### config.mk
export PLATFORM = sky130hd
export DESIGN_NAME = vdr_residency
export DESIGN_NICKNAME = d
export VERILOG_FILES = /design/src/common/vdr_pkg.sv /design/src/rtl/vdr_drain.sv /design/src/rtl/vdr_residency.sv
export SDC_FILE = /design/constraint.sdc
export NUM_CORES = 2
export LEC_CHECK = 0
export BUFFER_PORTS_ARGS = -buffer_cell sky130_fd_sc_hd__buf_4
export CORE_MARGIN = 2
export CORE_UTILIZATION = 33
export CTS_CLUSTER_DIAMETER = 150
export CTS_CLUSTER_SIZE = 12
export DETAILED_ROUTE_END_ITERATION = 8
export PLACE_DENSITY = 0.55
export SETUP_SLACK_MARGIN = 0.15
export SKIP_CTS_REPAIR_TIMING = 1
export SLEW_MARGIN = 25
export SYNTH_ARGS = -nofsm -noshare
export SYNTH_HDL_FRONTEND = slang
export SYNTH_HIERARCHICAL = 1
export SYNTH_SLANG_ARGS = --single-unit
### constraint.sdc
create_clock -name ref_clk -period 5.7 [get_ports ref_clk]
set_clock_uncertainty 0.15 [all_clocks]
set_input_delay 0.855 -clock ref_clk [delete_from_list [all_inputs] [get_ports ref_clk]]
set_output_delay 0.855 -clock ref_clk [all_outputs]
set_load 0.05 [all_outputs]
### src/common/vdr_pkg.sv
package vdr_pkg;
  // Implemented identifier width and table depth
  localparam int VPE_IMPL_W = 6;
  localparam int VPE_CNT = 64;
  localparam int INTID_W = 16;
  // Doorbell number meaning none supplied
  localparam logic [15:0] NO_DOORBELL = 16'h03ff;
  // Capability: individual doorbells unsupported when 1
  localparam logic NO_INDIV_CAP = 1'b0;
  // Register byte offsets
  localparam logic [7:0] OFS_TYPE = 8'h00;
  localparam logic [7:0] OFS_CTRL = 8'h04;
  localparam logic [7:0] OFS_PTR = 8'h08;
  localparam logic [7:0] OFS_PEND = 8'h0c;
  localparam logic [7:0] OFS_DBNUM = 8'h10;
  localparam logic [7:0] OFS_CMD = 8'h14;
  localparam logic [7:0] OFS_STAT = 8'h18;
  // Field positions
  localparam int BIT_VALID = 31;
  localparam int BIT_ZERO = 30;
  localparam int BIT_DBREQ = 30;
  localparam int BIT_G1 = 29;
  localparam int BIT_G0 = 28;
  localparam int BIT_SGI = 27;
  localparam int BIT_EN = 26;
  localparam int BIT_GRP = 25;
  localparam int BIT_OP = 28;
  localparam int BIT_LIMITED = 4;
  localparam int BIT_NOINDIV = 8;
  localparam int BIT_RWP = 31;
  // Reset value of the configured width minus one
  localparam logic [3:0] CFGW_RST = 4'h5;
  // Commands
  typedef enum logic [1:0] {
    VDR_MAP_PE = 2'h0,
    VDR_PEND = 2'h1,
    VDR_ENABLE = 2'h2
  } vdr_cmd_t;
endpackage : vdr_pkg

### src/rtl/vdr_drain.sv
`timescale 1ns/10ps
module vdr_drain (
  input wire logic ref_clk,
  input wire logic rst_n,
  input wire logic ptr_clear,
  input wire logic rd_issue,
  input wire logic rd_done,
  input wire logic cache_vld,
  output logic write_pending_flag
);
  import vdr_pkg::*;

  logic [1:0] outstanding; // Table reads in flight
  logic [1:0] next_outstanding;
  logic drained; // Nothing in flight, nothing cached

  assign next_outstanding = outstanding + 2'(rd_issue) - 2'(rd_done);
  assign drained = (next_outstanding == 2'h0) && !cache_vld;

  // Count reads in flight
  always_ff @(posedge ref_clk or negedge rst_n) begin
    if (!rst_n) begin
      outstanding <= 2'h0;
    end else begin
      outstanding <= next_outstanding;
    end
  end

  // Flag set on teardown; set wins over drain
  always_ff @(posedge ref_clk or negedge rst_n) begin
    if (!rst_n) begin
      write_pending_flag <= 1'b0;
    end else if (ptr_clear) begin
      write_pending_flag <= 1'b1;
    end else if (drained) begin
      write_pending_flag <= 1'b0;
    end
  end
endmodule : vdr_drain

### src/rtl/vdr_residency.sv
// Decided for this implementation: the placing of the registers and the APB register port.
`timescale 1ns/10ps
module vdr_residency (
  input wire logic ref_clk,
  input wire logic rst_n,
  input wire logic psel,
  input wire logic penable,
  input wire logic pwrite,
  input wire logic [7:0] paddr,
  input wire logic [31:0] pwdata,
  output logic [31:0] prdata,
  output logic pready,
  output logic pslverr,
  output logic tbl_rd_req,
  output logic [vdr_pkg::VPE_IMPL_W-1:0] tbl_rd_idx,
  input wire logic tbl_rd_ack,
  input wire logic [31:0] tbl_rd_data,
  output logic [31:0] sched_cfg,
  output logic doorbell_valid,
  output logic [vdr_pkg::INTID_W-1:0] doorbell_intid,
  output logic db_clear_valid,
  output logic [vdr_pkg::INTID_W-1:0] db_clear_intid
);
  import vdr_pkg::*;

  localparam int IW = VPE_IMPL_W;

  // Identifier fits the configured width
  function automatic logic id_fits(input logic [15:0] id, input logic [3:0] wm1);
    logic [16:0] lim;
    lim = 17'h00002 << wm1;
    id_fits = {1'b0, id} < lim;
  endfunction : id_fits

  // Software-visible state
  logic [3:0] cfg_wm1; // Configured width minus one
  logic ptr_valid; // Table pointer valid
  logic ptr_zero; // Table known all zero
  logic [15:0] ptr_base; // Table location
  logic pend_valid; // A PE is scheduled
  logic pend_dbreq; // Last written doorbell request
  logic pend_g0; // Group 0 enable
  logic pend_g1; // Group 1 enable
  logic [IW-1:0] pend_id; // Scheduled identifier
  logic [15:0] dbnum; // Event doorbell operand
  logic cmd_error; // Sticky command error
  logic write_pending_flag; // Teardown in progress

  // Per-PE state
  logic [15:0] def_db [VPE_CNT]; // Default doorbell
  logic [VPE_CNT-1:0] mapped; // PE created
  logic [VPE_CNT-1:0] dbreq; // Request at deschedule
  logic [VPE_CNT-1:0] raised; // Default already pended
  logic [VPE_CNT-1:0] ever_sched; // Scheduled at least once
  logic [VPE_CNT-1:0] grp0_en; // Captured group 0
  logic [VPE_CNT-1:0] grp1_en; // Captured group 1

  // Table cache
  logic cache_vld;

  // Bus decode
  wire setup = psel && !penable;
  wire wr = psel && penable && pwrite;
  wire hit_type = paddr == OFS_TYPE;
  wire hit_ctrl = paddr == OFS_CTRL;
  wire hit_ptr = paddr == OFS_PTR;
  wire hit_pend = paddr == OFS_PEND;
  wire hit_dbnum = paddr == OFS_DBNUM;
  wire hit_cmd = paddr == OFS_CMD;
  wire hit_stat = paddr == OFS_STAT;
  wire mapped_addr = hit_type || hit_ctrl || hit_ptr || hit_pend
                     || hit_dbnum || hit_cmd || hit_stat;

  // Identification word
  wire [3:0] impl_wm1 = 4'(IW - 1);
  wire [31:0] type_word = {23'h0, NO_INDIV_CAP, 3'h0,
                           (impl_wm1 != 4'hf), impl_wm1};

  // Read mux
  wire [31:0] rd_word =
    hit_type ? type_word :
    hit_ctrl ? {write_pending_flag, 27'h0, cfg_wm1} :
    hit_ptr ? {ptr_valid, ptr_zero, 14'h0, ptr_base} :
    hit_pend ? {pend_valid, pend_dbreq, pend_g1, pend_g0,
                12'h0, 16'(pend_id)} :
    hit_dbnum ? {16'h0, dbnum} :
    hit_stat ? {31'h0, cmd_error} : 32'h0;

  // Write strobes
  wire wr_ctrl = wr && hit_ctrl;
  wire wr_ptr = wr && hit_ptr && !write_pending_flag;
  wire wr_pend = wr && hit_pend;
  wire wr_cmd = wr && hit_cmd;
  wire wr_stat = wr && hit_stat;
  wire ptr_clear = wr_ptr && ptr_valid && !pwdata[BIT_VALID];

  // Configured width never above implemented
  wire [3:0] next_cfg = (pwdata[3:0] > impl_wm1) ? impl_wm1 : pwdata[3:0];

  // Command fields
  wire [1:0] op = pwdata[BIT_OP+1:BIT_OP];
  wire [15:0] cid = pwdata[15:0];
  wire [IW-1:0] cidx = cid[IW-1:0];
  wire cid_ok = id_fits(cid, cfg_wm1);
  wire cmd_go = wr_cmd && cid_ok;
  wire cmd_bad = wr_cmd && (!cid_ok || op == 2'h3);
  wire c_sgi = pwdata[BIT_SGI];
  wire c_en = pwdata[BIT_EN];
  wire c_grp = pwdata[BIT_GRP];

  // Pending-base write fields
  wire [15:0] pid = pwdata[15:0];
  wire pid_ok = id_fits(pid, cfg_wm1);
  wire [IW-1:0] pidx = pid[IW-1:0];
  wire do_sched = wr_pend && pwdata[BIT_VALID] && pid_ok;
  wire do_desched = wr_pend && pend_valid && !pwdata[BIT_VALID];

  // Event doorbell number, forced when unsupported
  wire [15:0] ev_db = NO_INDIV_CAP ? NO_DOORBELL : dbnum;

  // Target scheduled here
  wire tgt_sched = pend_valid && pend_id == cidx;

  // Group enable seen by the target
  wire grp_on = !ever_sched[cidx] ? 1'b1 :
                (c_grp ? grp1_en[cidx] : grp0_en[cidx]);

  // Individual doorbell: pending event, unscheduled
  wire indiv_db = cmd_go && op == VDR_PEND && !NO_INDIV_CAP
                  && !c_sgi && ev_db != NO_DOORBELL
                  && !tgt_sched;

  // Interrupt that may wake the default doorbell
  wire def_cause = cmd_go && ((op == VDR_PEND && !indiv_db
                   && (c_sgi || ev_db == NO_DOORBELL))
                   || op == VDR_ENABLE);

  // Default doorbell: every condition together
  wire dflt_db = def_cause && c_en && grp_on
                 && !tgt_sched && dbreq[cidx]
                 && mapped[cidx] && def_db[cidx] != NO_DOORBELL
                 && !raised[cidx];

  // Table fetch may start only on a live pointer
  wire fetch_start = do_sched && ptr_valid && !ptr_zero
                     && !(wr_ptr && !pwdata[BIT_VALID]);
  wire rd_done = tbl_rd_req && tbl_rd_ack;

  // Bus answer registers
  always_ff @(posedge ref_clk or negedge rst_n) begin
    if (!rst_n) begin
      prdata <= 32'h0;
      pslverr <= 1'b0;
      pready <= 1'b1;
    end else if (setup) begin
      prdata <= pwrite ? 32'h0 : rd_word;
      pslverr <= !mapped_addr;
      pready <= 1'b1;
    end
  end

  // Configured width
  always_ff @(posedge ref_clk or negedge rst_n) begin
    if (!rst_n) begin
      cfg_wm1 <= CFGW_RST;
    end else if (wr_ctrl) begin
      cfg_wm1 <= next_cfg;
    end
  end

  // Table pointer register
  always_ff @(posedge ref_clk or negedge rst_n) begin
    if (!rst_n) begin
      ptr_valid <= 1'b0;
      ptr_zero <= 1'b0;
      ptr_base <= 16'h0;
    end else if (ptr_clear) begin
      // Other fields go to a fixed value
      ptr_valid <= 1'b0;
      ptr_zero <= 1'b0;
      ptr_base <= 16'h0;
    end else if (wr_ptr) begin
      ptr_valid <= pwdata[BIT_VALID];
      ptr_zero <= pwdata[BIT_ZERO];
      ptr_base <= pwdata[15:0];
    end
  end

  // Pending-base register
  always_ff @(posedge ref_clk or negedge rst_n) begin
    if (!rst_n) begin
      pend_valid <= 1'b0;
      pend_dbreq <= 1'b0;
      pend_g0 <= 1'b0;
      pend_g1 <= 1'b0;
      pend_id <= '0;
    end else if (wr_pend) begin
      pend_valid <= do_sched;
      pend_dbreq <= pwdata[BIT_DBREQ];
      pend_g0 <= pwdata[BIT_G0];
      pend_g1 <= pwdata[BIT_G1];
      pend_id <= pidx;
    end
  end

  // Doorbell operand
  always_ff @(posedge ref_clk or negedge rst_n) begin
    if (!rst_n) begin
      dbnum <= NO_DOORBELL;
    end else if (wr && hit_dbnum) begin
      dbnum <= pwdata[15:0];
    end
  end

  // Sticky error; a new error beats the clear
  always_ff @(posedge ref_clk or negedge rst_n) begin
    if (!rst_n) begin
      cmd_error <= 1'b0;
    end else if (cmd_bad) begin
      cmd_error <= 1'b1;
    end else if (wr_stat && pwdata[0]) begin
      cmd_error <= 1'b0;
    end
  end

  // Per-PE state, one slice per identifier
  genvar g;
  generate
    for (g = 0; g < VPE_CNT; g++) begin : g_pe
      wire map_me = cmd_go && op == VDR_MAP_PE && cidx == IW'(g);
      wire sch_me = do_sched && pidx == IW'(g);
      wire des_me = do_desched && pend_id == IW'(g);
      wire ring_me = dflt_db && cidx == IW'(g);
      always_ff @(posedge ref_clk or negedge rst_n) begin
        if (!rst_n) begin
          def_db[g] <= NO_DOORBELL;
          mapped[g] <= 1'b0;
          dbreq[g] <= 1'b0;
          raised[g] <= 1'b0;
          ever_sched[g] <= 1'b0;
          grp0_en[g] <= 1'b0;
          grp1_en[g] <= 1'b0;
        end else if (map_me) begin
          // Creation acts as deschedule with request
          def_db[g] <= ev_db;
          mapped[g] <= 1'b1;
          dbreq[g] <= 1'b1;
          raised[g] <= 1'b0;
          ever_sched[g] <= 1'b0;
        end else if (sch_me) begin
          raised[g] <= 1'b0;
          ever_sched[g] <= 1'b1;
          grp0_en[g] <= pwdata[BIT_G0];
          grp1_en[g] <= pwdata[BIT_G1];
        end else if (des_me) begin
          dbreq[g] <= pwdata[BIT_DBREQ];
          raised[g] <= 1'b0;
        end else if (ring_me) begin
          raised[g] <= 1'b1;
        end
      end
    end
  endgenerate

  // Doorbell delivery to the processing element
  always_ff @(posedge ref_clk or negedge rst_n) begin
    if (!rst_n) begin
      doorbell_valid <= 1'b0;
      doorbell_intid <= '0;
    end else begin
      doorbell_valid <= indiv_db || dflt_db;
      if (indiv_db) begin
        doorbell_intid <= ev_db;
      end else if (dflt_db) begin
        doorbell_intid <= def_db[cidx];
      end
    end
  end

  // Clear the default doorbell on scheduling
  always_ff @(posedge ref_clk or negedge rst_n) begin
    if (!rst_n) begin
      db_clear_valid <= 1'b0;
      db_clear_intid <= '0;
    end else begin
      db_clear_valid <= do_sched && def_db[pidx] != NO_DOORBELL;
      if (do_sched) begin
        db_clear_intid <= def_db[pidx];
      end
    end
  end

  // Table entry fetch for the scheduled PE
  always_ff @(posedge ref_clk or negedge rst_n) begin
    if (!rst_n) begin
      tbl_rd_req <= 1'b0;
      tbl_rd_idx <= '0;
    end else if (fetch_start && !tbl_rd_req) begin
      tbl_rd_req <= 1'b1;
      tbl_rd_idx <= pidx;
    end else if (rd_done) begin
      tbl_rd_req <= 1'b0;
    end
  end

  // Cached entry; dropped when the pointer goes
  always_ff @(posedge ref_clk or negedge rst_n) begin
    if (!rst_n) begin
      cache_vld <= 1'b0;
      sched_cfg <= 32'h0;
    end else if (ptr_clear || !ptr_valid) begin
      cache_vld <= 1'b0;
      sched_cfg <= 32'h0;
    end else if (do_sched && ptr_zero) begin
      cache_vld <= 1'b1;
      sched_cfg <= 32'h0;
    end else if (rd_done) begin
      cache_vld <= 1'b1;
      sched_cfg <= tbl_rd_data;
    end
  end

  // Teardown drain tracking
  vdr_drain u_drain (
    .ref_clk(ref_clk),
    .rst_n(rst_n),
    .ptr_clear(ptr_clear),
    .rd_issue(fetch_start && !tbl_rd_req),
    .rd_done(rd_done),
    .cache_vld(cache_vld),
    .write_pending_flag(write_pending_flag)
  );
endmodule : vdr_residency
* After elaboration in Yosys (flattened, before gate mapping)
Cells that the tools add are included.
** Storage, ports and cells
- Logic and storage cells :: 2023
- Register bits after elaboration :: 1567
- Bits of input ports :: 78
- Output and inout bits :: 107
** Operators by class
- Bitwise logic cells :: 65
- Shifts and indexed selects :: 1
- Eq/ne operators :: 203
- Magnitude comparators :: 4
- Add/subtract/negate cells :: 2
- Muxes and demuxes :: 621
- Reductions and logical operators :: 656
** Operators with widths (count)
- $mux 1 :: 598
- $eq 6x6->1 const B :: 64
- $logic_and 1x1->1 :: 300
- $reduce_bool 2->1 :: 133
- $mux 32 :: 8
- $reduce_and 2->1 :: 128
- $reduce_bool 4->1 :: 64
- $eq 6x5->1 const B :: 32
- $ne 2x2->1 const B :: 64
- $mux 16 :: 7
- $bmux 16 s6 :: 1
- $eq 6x4->1 const B :: 16
- $not 1->1 :: 64
- $eq 6x3->1 const B :: 8
- $bmux 1 s6 :: 6
- $ne 16x10->1 const B :: 2
- $eq 6x2->1 const B :: 4
- $eq 8x5->1 const B :: 3
- $lt 16x17->1 :: 1
- $shl 2x4->17 const A :: 1
- $eq 16x10->1 const B :: 1
- $eq 8x4->1 const B :: 2
- $logic_not 1->1 :: 14
- $eq 6x1->1 const B :: 2
- other kinds (16) :: 29

* Depth between registers and ports, before layout
- Depth after elaboration :: 25
- Mapped depth :: 17
- Mapped depth without buffers :: 14

* By module
The synthesis kept the hierarchy.
** By module, submodules not included
- vdr_residency :: times used 1, sequential area each 39653.0 um2, cells each 5409, area each 72739.8 um2
- vdr_drain :: times used 1, sequential area each 75.1 um2, cells each 14, area each 168.9 um2

* Worst setup path before layout
OpenSTA, ideal clock, no wires.
- Path type :: register -> register
- Start :: register cfg_wm1[0]
- End :: register def_db[570] in the netlist's numbering
- Path slack :: 1.482 ns
- Library setup time :: 0.125 ns
- Data required time :: 5.425 ns
- Arrival time :: 3.944 ns
- Cell stages (with the launch flop) :: 15
- Clock period less this slack :: 4.218 ns
- Buffers on the path :: 3
- Cell sequence :: dfstp_2 -> clkbuf_1 -> nor2b_1 -> nand3_1 -> ha_1 -> a21o_1 -> a21oi_1 -> o21ai_0 -> a211o_1 -> o21ai_1 -> nand2_1 -> clkbuf_1 -> nor2_1 -> buf_2 -> mux2_2
** Between the ends
- Word-level cells in the longest chain between the ends :: 5
** RTL lines
- start, declared :: RTL line vdr_residency.sv:36 : logic [3:0] cfg_wm1;
- start signal, assigned :: RTL line vdr_residency.sv:167 : cfg_wm1 <= next_cfg;
- $shl 2x4->17 :: RTL line vdr_residency.sv:31 : lim = 17'h00002 << wm1;
- $lt 16x17->1 :: RTL line vdr_residency.sv:32 : id_fits = {1'b0, id} < lim;
- $logic_and 1x1->1 :: RTL line vdr_residency.sv:105 : wire cmd_go = wr_cmd && cid_ok;
- $logic_and 1x1->1 (2 in a row) :: RTL line vdr_residency.sv:230 : wire map_me = cmd_go && op == VDR_MAP_PE && cidx == IW'(g);
- end signal, assigned by index :: RTL line vdr_residency.sv:245 : def_db[g] <= ev_db;
- end, declared :: RTL line vdr_residency.sv:50 : logic [15:0] def_db [VPE_CNT];
Every way passes these cells.
A chain may end at the register's enable or synchronous reset.

* Worst setup path in the final report
- Start :: register dbnum[8]
- End :: register doorbell_intid[13] in the netlist's numbering
** Between the ends
- Word-level cells in the longest chain between the ends :: 16
- Elaborated cells on any way between the ends :: 19
- Classes of those cells :: eq/ne: 2; mux: 1; reduce/logical: 16
** RTL lines
- start, declared :: RTL line vdr_residency.sv:45 : logic [15:0] dbnum;
- start signal, assigned :: RTL line vdr_residency.sv:211 : dbnum <= pwdata[15:0];
- $ne 16x10->1 :: RTL line vdr_residency.sv:130 : && !c_sgi && ev_db != NO_DOORBELL
- $logic_and 1x1->1 :: RTL line vdr_residency.sv:130
- $logic_and 1x1->1 :: RTL line vdr_residency.sv:131 : && !tgt_sched;
- $logic_not 1->1 :: RTL line vdr_residency.sv:134 : wire def_cause = cmd_go && ((op == VDR_PEND && !indiv_db
- $logic_and 1x1->1 :: RTL line vdr_residency.sv:134
- $logic_and 1x1->1 :: RTL line vdr_residency.sv:135 : && (c_sgi || ev_db == NO_DOORBELL))
- $logic_or 1x1->1 :: RTL line vdr_residency.sv:136 : || op == VDR_ENABLE);
- $logic_and 1x1->1 :: RTL line vdr_residency.sv:134
- $logic_and 1x1->1 (2 in a row) :: RTL line vdr_residency.sv:139 : wire dflt_db = def_cause && c_en && grp_on
- $logic_and 1x1->1 (2 in a row) :: RTL line vdr_residency.sv:140 : && !tgt_sched && dbreq[cidx]
- $logic_and 1x1->1 (2 in a row) :: RTL line vdr_residency.sv:141 : && mapped[cidx] && def_db[cidx] != NO_DOORBELL
- $logic_and 1x1->1 :: RTL line vdr_residency.sv:142 : && !raised[cidx];
- $reduce_bool 2->1 (no line)
- end signal, assigned :: RTL line vdr_residency.sv:273 : doorbell_intid <= ev_db;
- end signal, assigned :: RTL line vdr_residency.sv:275 : doorbell_intid <= def_db[cidx];
- end, declared :: RTL line vdr_residency.sv:20 : output logic [vdr_pkg::INTID_W-1:0] doorbell_intid,
Several ways; a longest one is shown, not always the timed one.

==> metrics list <==
* Outcome: completed
- Initial antenna violation count: 7
* Routed wire length per instance: 26.6 µm
- On the worst path, the slowest cell contributes a delay of 0.96 ns.
- Critical Path End Type: flop
- Of all flip-flops after synthesis, the portion carrying an async set or reset was 100%.
* Vias per inst: 5.48
- Compared with the post-synthesis result, the final layout area differs by 13.8%.
- Number of vias after detailed routing: 47300
* Gate family responsible for the most delay along the worst path: compound AO/OA/AOI/OAI gates
* First-pass GRT wire length: 341000 µm
- The via count of the first global-routing pass came to 49200.
- Yosys mapped the design onto 71 distinct sky130hd cell types.
- Top area cells in the synthesized netlist: dfrtp_1 31%, dfstp_2 23%, mux2_2 18%, mux4_2 9.7%, a21oi_1 1.7%
- Routability Congestion: 0.973
- Subtracting the final worst setup slack from the clock period gives 4.79 ns.
- Proportion of synthesized chip area in sequential cells: 54.5%
* Finished Cell Area: 83000 µm²
- For this run, the leading register cell type out of synthesis is dfrtp_1.
- Clk Latency, worst-skew pair: 0.83 ns
- Overall global routing resource usage: 20.3%
* Count of nets after finishing: 5652
- After layout, the design draws a total of 21.5 mW.
- TritonCTS built the clock tree.
- After layout, the worst path uses 84.1% of the clock period.
- Excluding fillers, the count of instances in the completed layout stands at 8630.
- Effective utilization at floorplan: 33.2%
- From bottom edge to top edge, the die measures 474 µm.
* Leakage power summed over all cells: 35.4 nW
- Sequential group share of total power: 51.5%
- Arrival @ worst endpoint: 5.35 ns
- Combinational logic is responsible for 4.7% of the overall power.
- For this run, the detailed router's first-pass iteration total came to 6.
- Mean post-synth cell area: 13.4 µm²
* Die Span X: 474 µm
* Fillers: 20800
* Total routed wirelength: 229000 µm
* Number of max-slew violations in the final report: 0
- H-Tree Depth: 4
- The number of placed instances, taps included, is 8364.
* Number of rows created at floorplan: 172
* Worst setup slack after layout: 0.906 ns
- Count of buffers inserted at the top-level ports: 162
* Worst min-delay path class: in2reg
- Max-cap violations in this run came to 0.
- Type of element launching the critical path: flop
- Share of the core filled with cells: 37.8%
- # clock sinks: 1555
* Dominant cell type by area after synthesis: dfrtp_1
- The number of clock buffers added by TritonCTS is 147.
* Iter 0 DRT Violations: 3943
* Placed instance area: 78500 µm²
- After routing, the total negative slack on setup checks comes to 0 ns.
- Count of endpoints failing hold in the final timing report: 0
* Longest Clk Path Bufs: 3
- The synthesized design contains 0 enable-type register cells.
- The Yosys step of the flow raised 6 warnings.
- Switching Fraction: 24.4%
* Layout cell share with drive strength beyond 1: 52.0%
* Dominant cell type by count on the critical path: o31a_1
* Worst hold slack across all endpoints: 0.116 ns
- For this run, the top clock speed supported by timing is 0.209 GHz.
- Synthesis inferred 1555 register bits.
- Cell Int Power: 16.3 mW
- Summed over all nets, the half-perimeter wirelength after detailed placement is 151000 µm.
- RSZ-0062 raised after global routing: false
- The largest individual stage delay along the critical path comes from the cell o41ai_1.
* Remaining DRCs: 0
- Count of mapped cells out of synthesis: 5423
* Critical path peak fanout: 22
* Critical path required time: 6.25 ns
* Remaining number of nets flagged by the antenna check after routing: 0
- Setup violations remaining at the end of the flow were counted as 0.
- For this design the ratio of total power to cell area is 259 nW/µm².
- Net load switching power: 5.24 mW
* Slew @ Worst Pin: 1.12 ns
- Die area: 225000 µm²
* I/O Pins: 185
- Clock tree root driver cell: clkbuf_16
* Share of power burned in the clock network: 43.8%
- Counting both buffers and inverters, the worst setup path holds a total of 1.
- The cell area that synthesis handed to floorplanning was 72900 µm².
* Residual overflow from global routing: 0
- Crit Path Class: reg2reg
- The worst pin sits at a relative slew slack of 25.4%.
* Area fraction of the dominant cell type after synthesis: 31.0%
- Peak supply drop: 0.299 mV
* Post-Place Worst Slack: 0.629 ns
- Largest net degree at the start of global routing: 174
- In this run the standard cell core region covers 220000 µm².
- Clock transition at path regs: 0.07 ns
- Walking the worst path, the cells encountered are or4bb_1, o41ai_1, and3_1, o311ai_1, a211oi_1, nand4_1, buf_4, o31a_1, o31a_1.
## layer usage
layer  part of all wire [%]  track usage, %  wire length (µm)  up-vias
li1                       -               -                 -    20000
met1                     44            27.6             99900    25500
met2                     47            32.4            107000     1358
met3                    5.0            3.02             11500      407
met4                    4.6            8.80             10500        2
met5                 0.0078               0                18        -
## Yosys cell counts, drive strengths merged, types with 17 or more instances
cell type / n
or2: 73
mux2: 1193
a22oi: 149
mux2i: 76
mux4: 313
o22ai: 46
nand4: 90
o31ai: 17
nor2: 350
a21oi: 246
clkbuf: 281
nor3b: 23
nand2: 291
o21ai: 143
inv: 82
nand3: 47
dfrtp: 903
buf: 200
ha: 17
nor3: 19
dfstp: 652
## cell type report
class	count	area [µm²]	area share (%)
antenna	9	22.5	0.0271
clock buffer	241	4070	4.91
clock inverter	14	320	0.386
inverter	83	312	0.375
multi-input combinational	3315	30800	37.1
sequential	1555	39700	47.9
tap	2958	3700	4.46
timing repair buffer	455	3980	4.80
## cells by family after synthesis
kind of cell	after synthesis	share of synthesized area [%]
multiplexers	1582	29.1
AND/OR/NAND/NOR	977	6.38
XOR/XNOR	9	0.118
buffers and inverters	564	3.49
flip-flops	1555	54.5
adder cells (fa/ha/maj)	17	0.292
other	2	0.0103
AO/OA/AOI/OAI	717	6.08
## placed cells by master (no fill, tap or decap), drive strengths merged, types with 73 or more instances in the layout
master,n
a21oi,246
mux2,1193
mux2i,76
nor2,350
inv,84
a22oi,149
o21ai,143
nand2,291
buf,454
dfrtp,903
mux4,313
or2,73
clkbuf,241
nand4,90
dfstp,652
## power groups by stage
stage	sequential (mW)	clock, mW	combinational [mW]
global placement	11.3	0	1.00
floorplan	11.3	0	0.421
finish	11.1	9.43	1.01
global route	11.1	10.1	1.08
detailed placement	11.3	0	1.01
CTS	11.1	9.66	1.02
## worst paths after layout
path                             from            endpoint  slack (ns)  cells past startpoint
max                          dbnum[8]  doorbell_intid[13]        0.91                      9
min                            pwrite           prdata[2]        0.12                      2
max reg2reg                  dbnum[8]  doorbell_intid[13]        0.91                      9
min reg2reg                mapped[32]          mapped[32]        0.31                      1
max in group asynchronous       rst_n         def_db[699]        3.33                      3
min in group asynchronous       rst_n         def_db[347]        0.59                      2
## sequential cells by signal, summed over array words and instances (netlist names), 20 cells and up
register and cells:
dbreq 64, def_db 1024, ever_sched 64, prdata 20
grp1_en 64, sched_cfg 32, raised 64, mapped 64
grp0_en 64
Power figures use the tool's default switching activity.
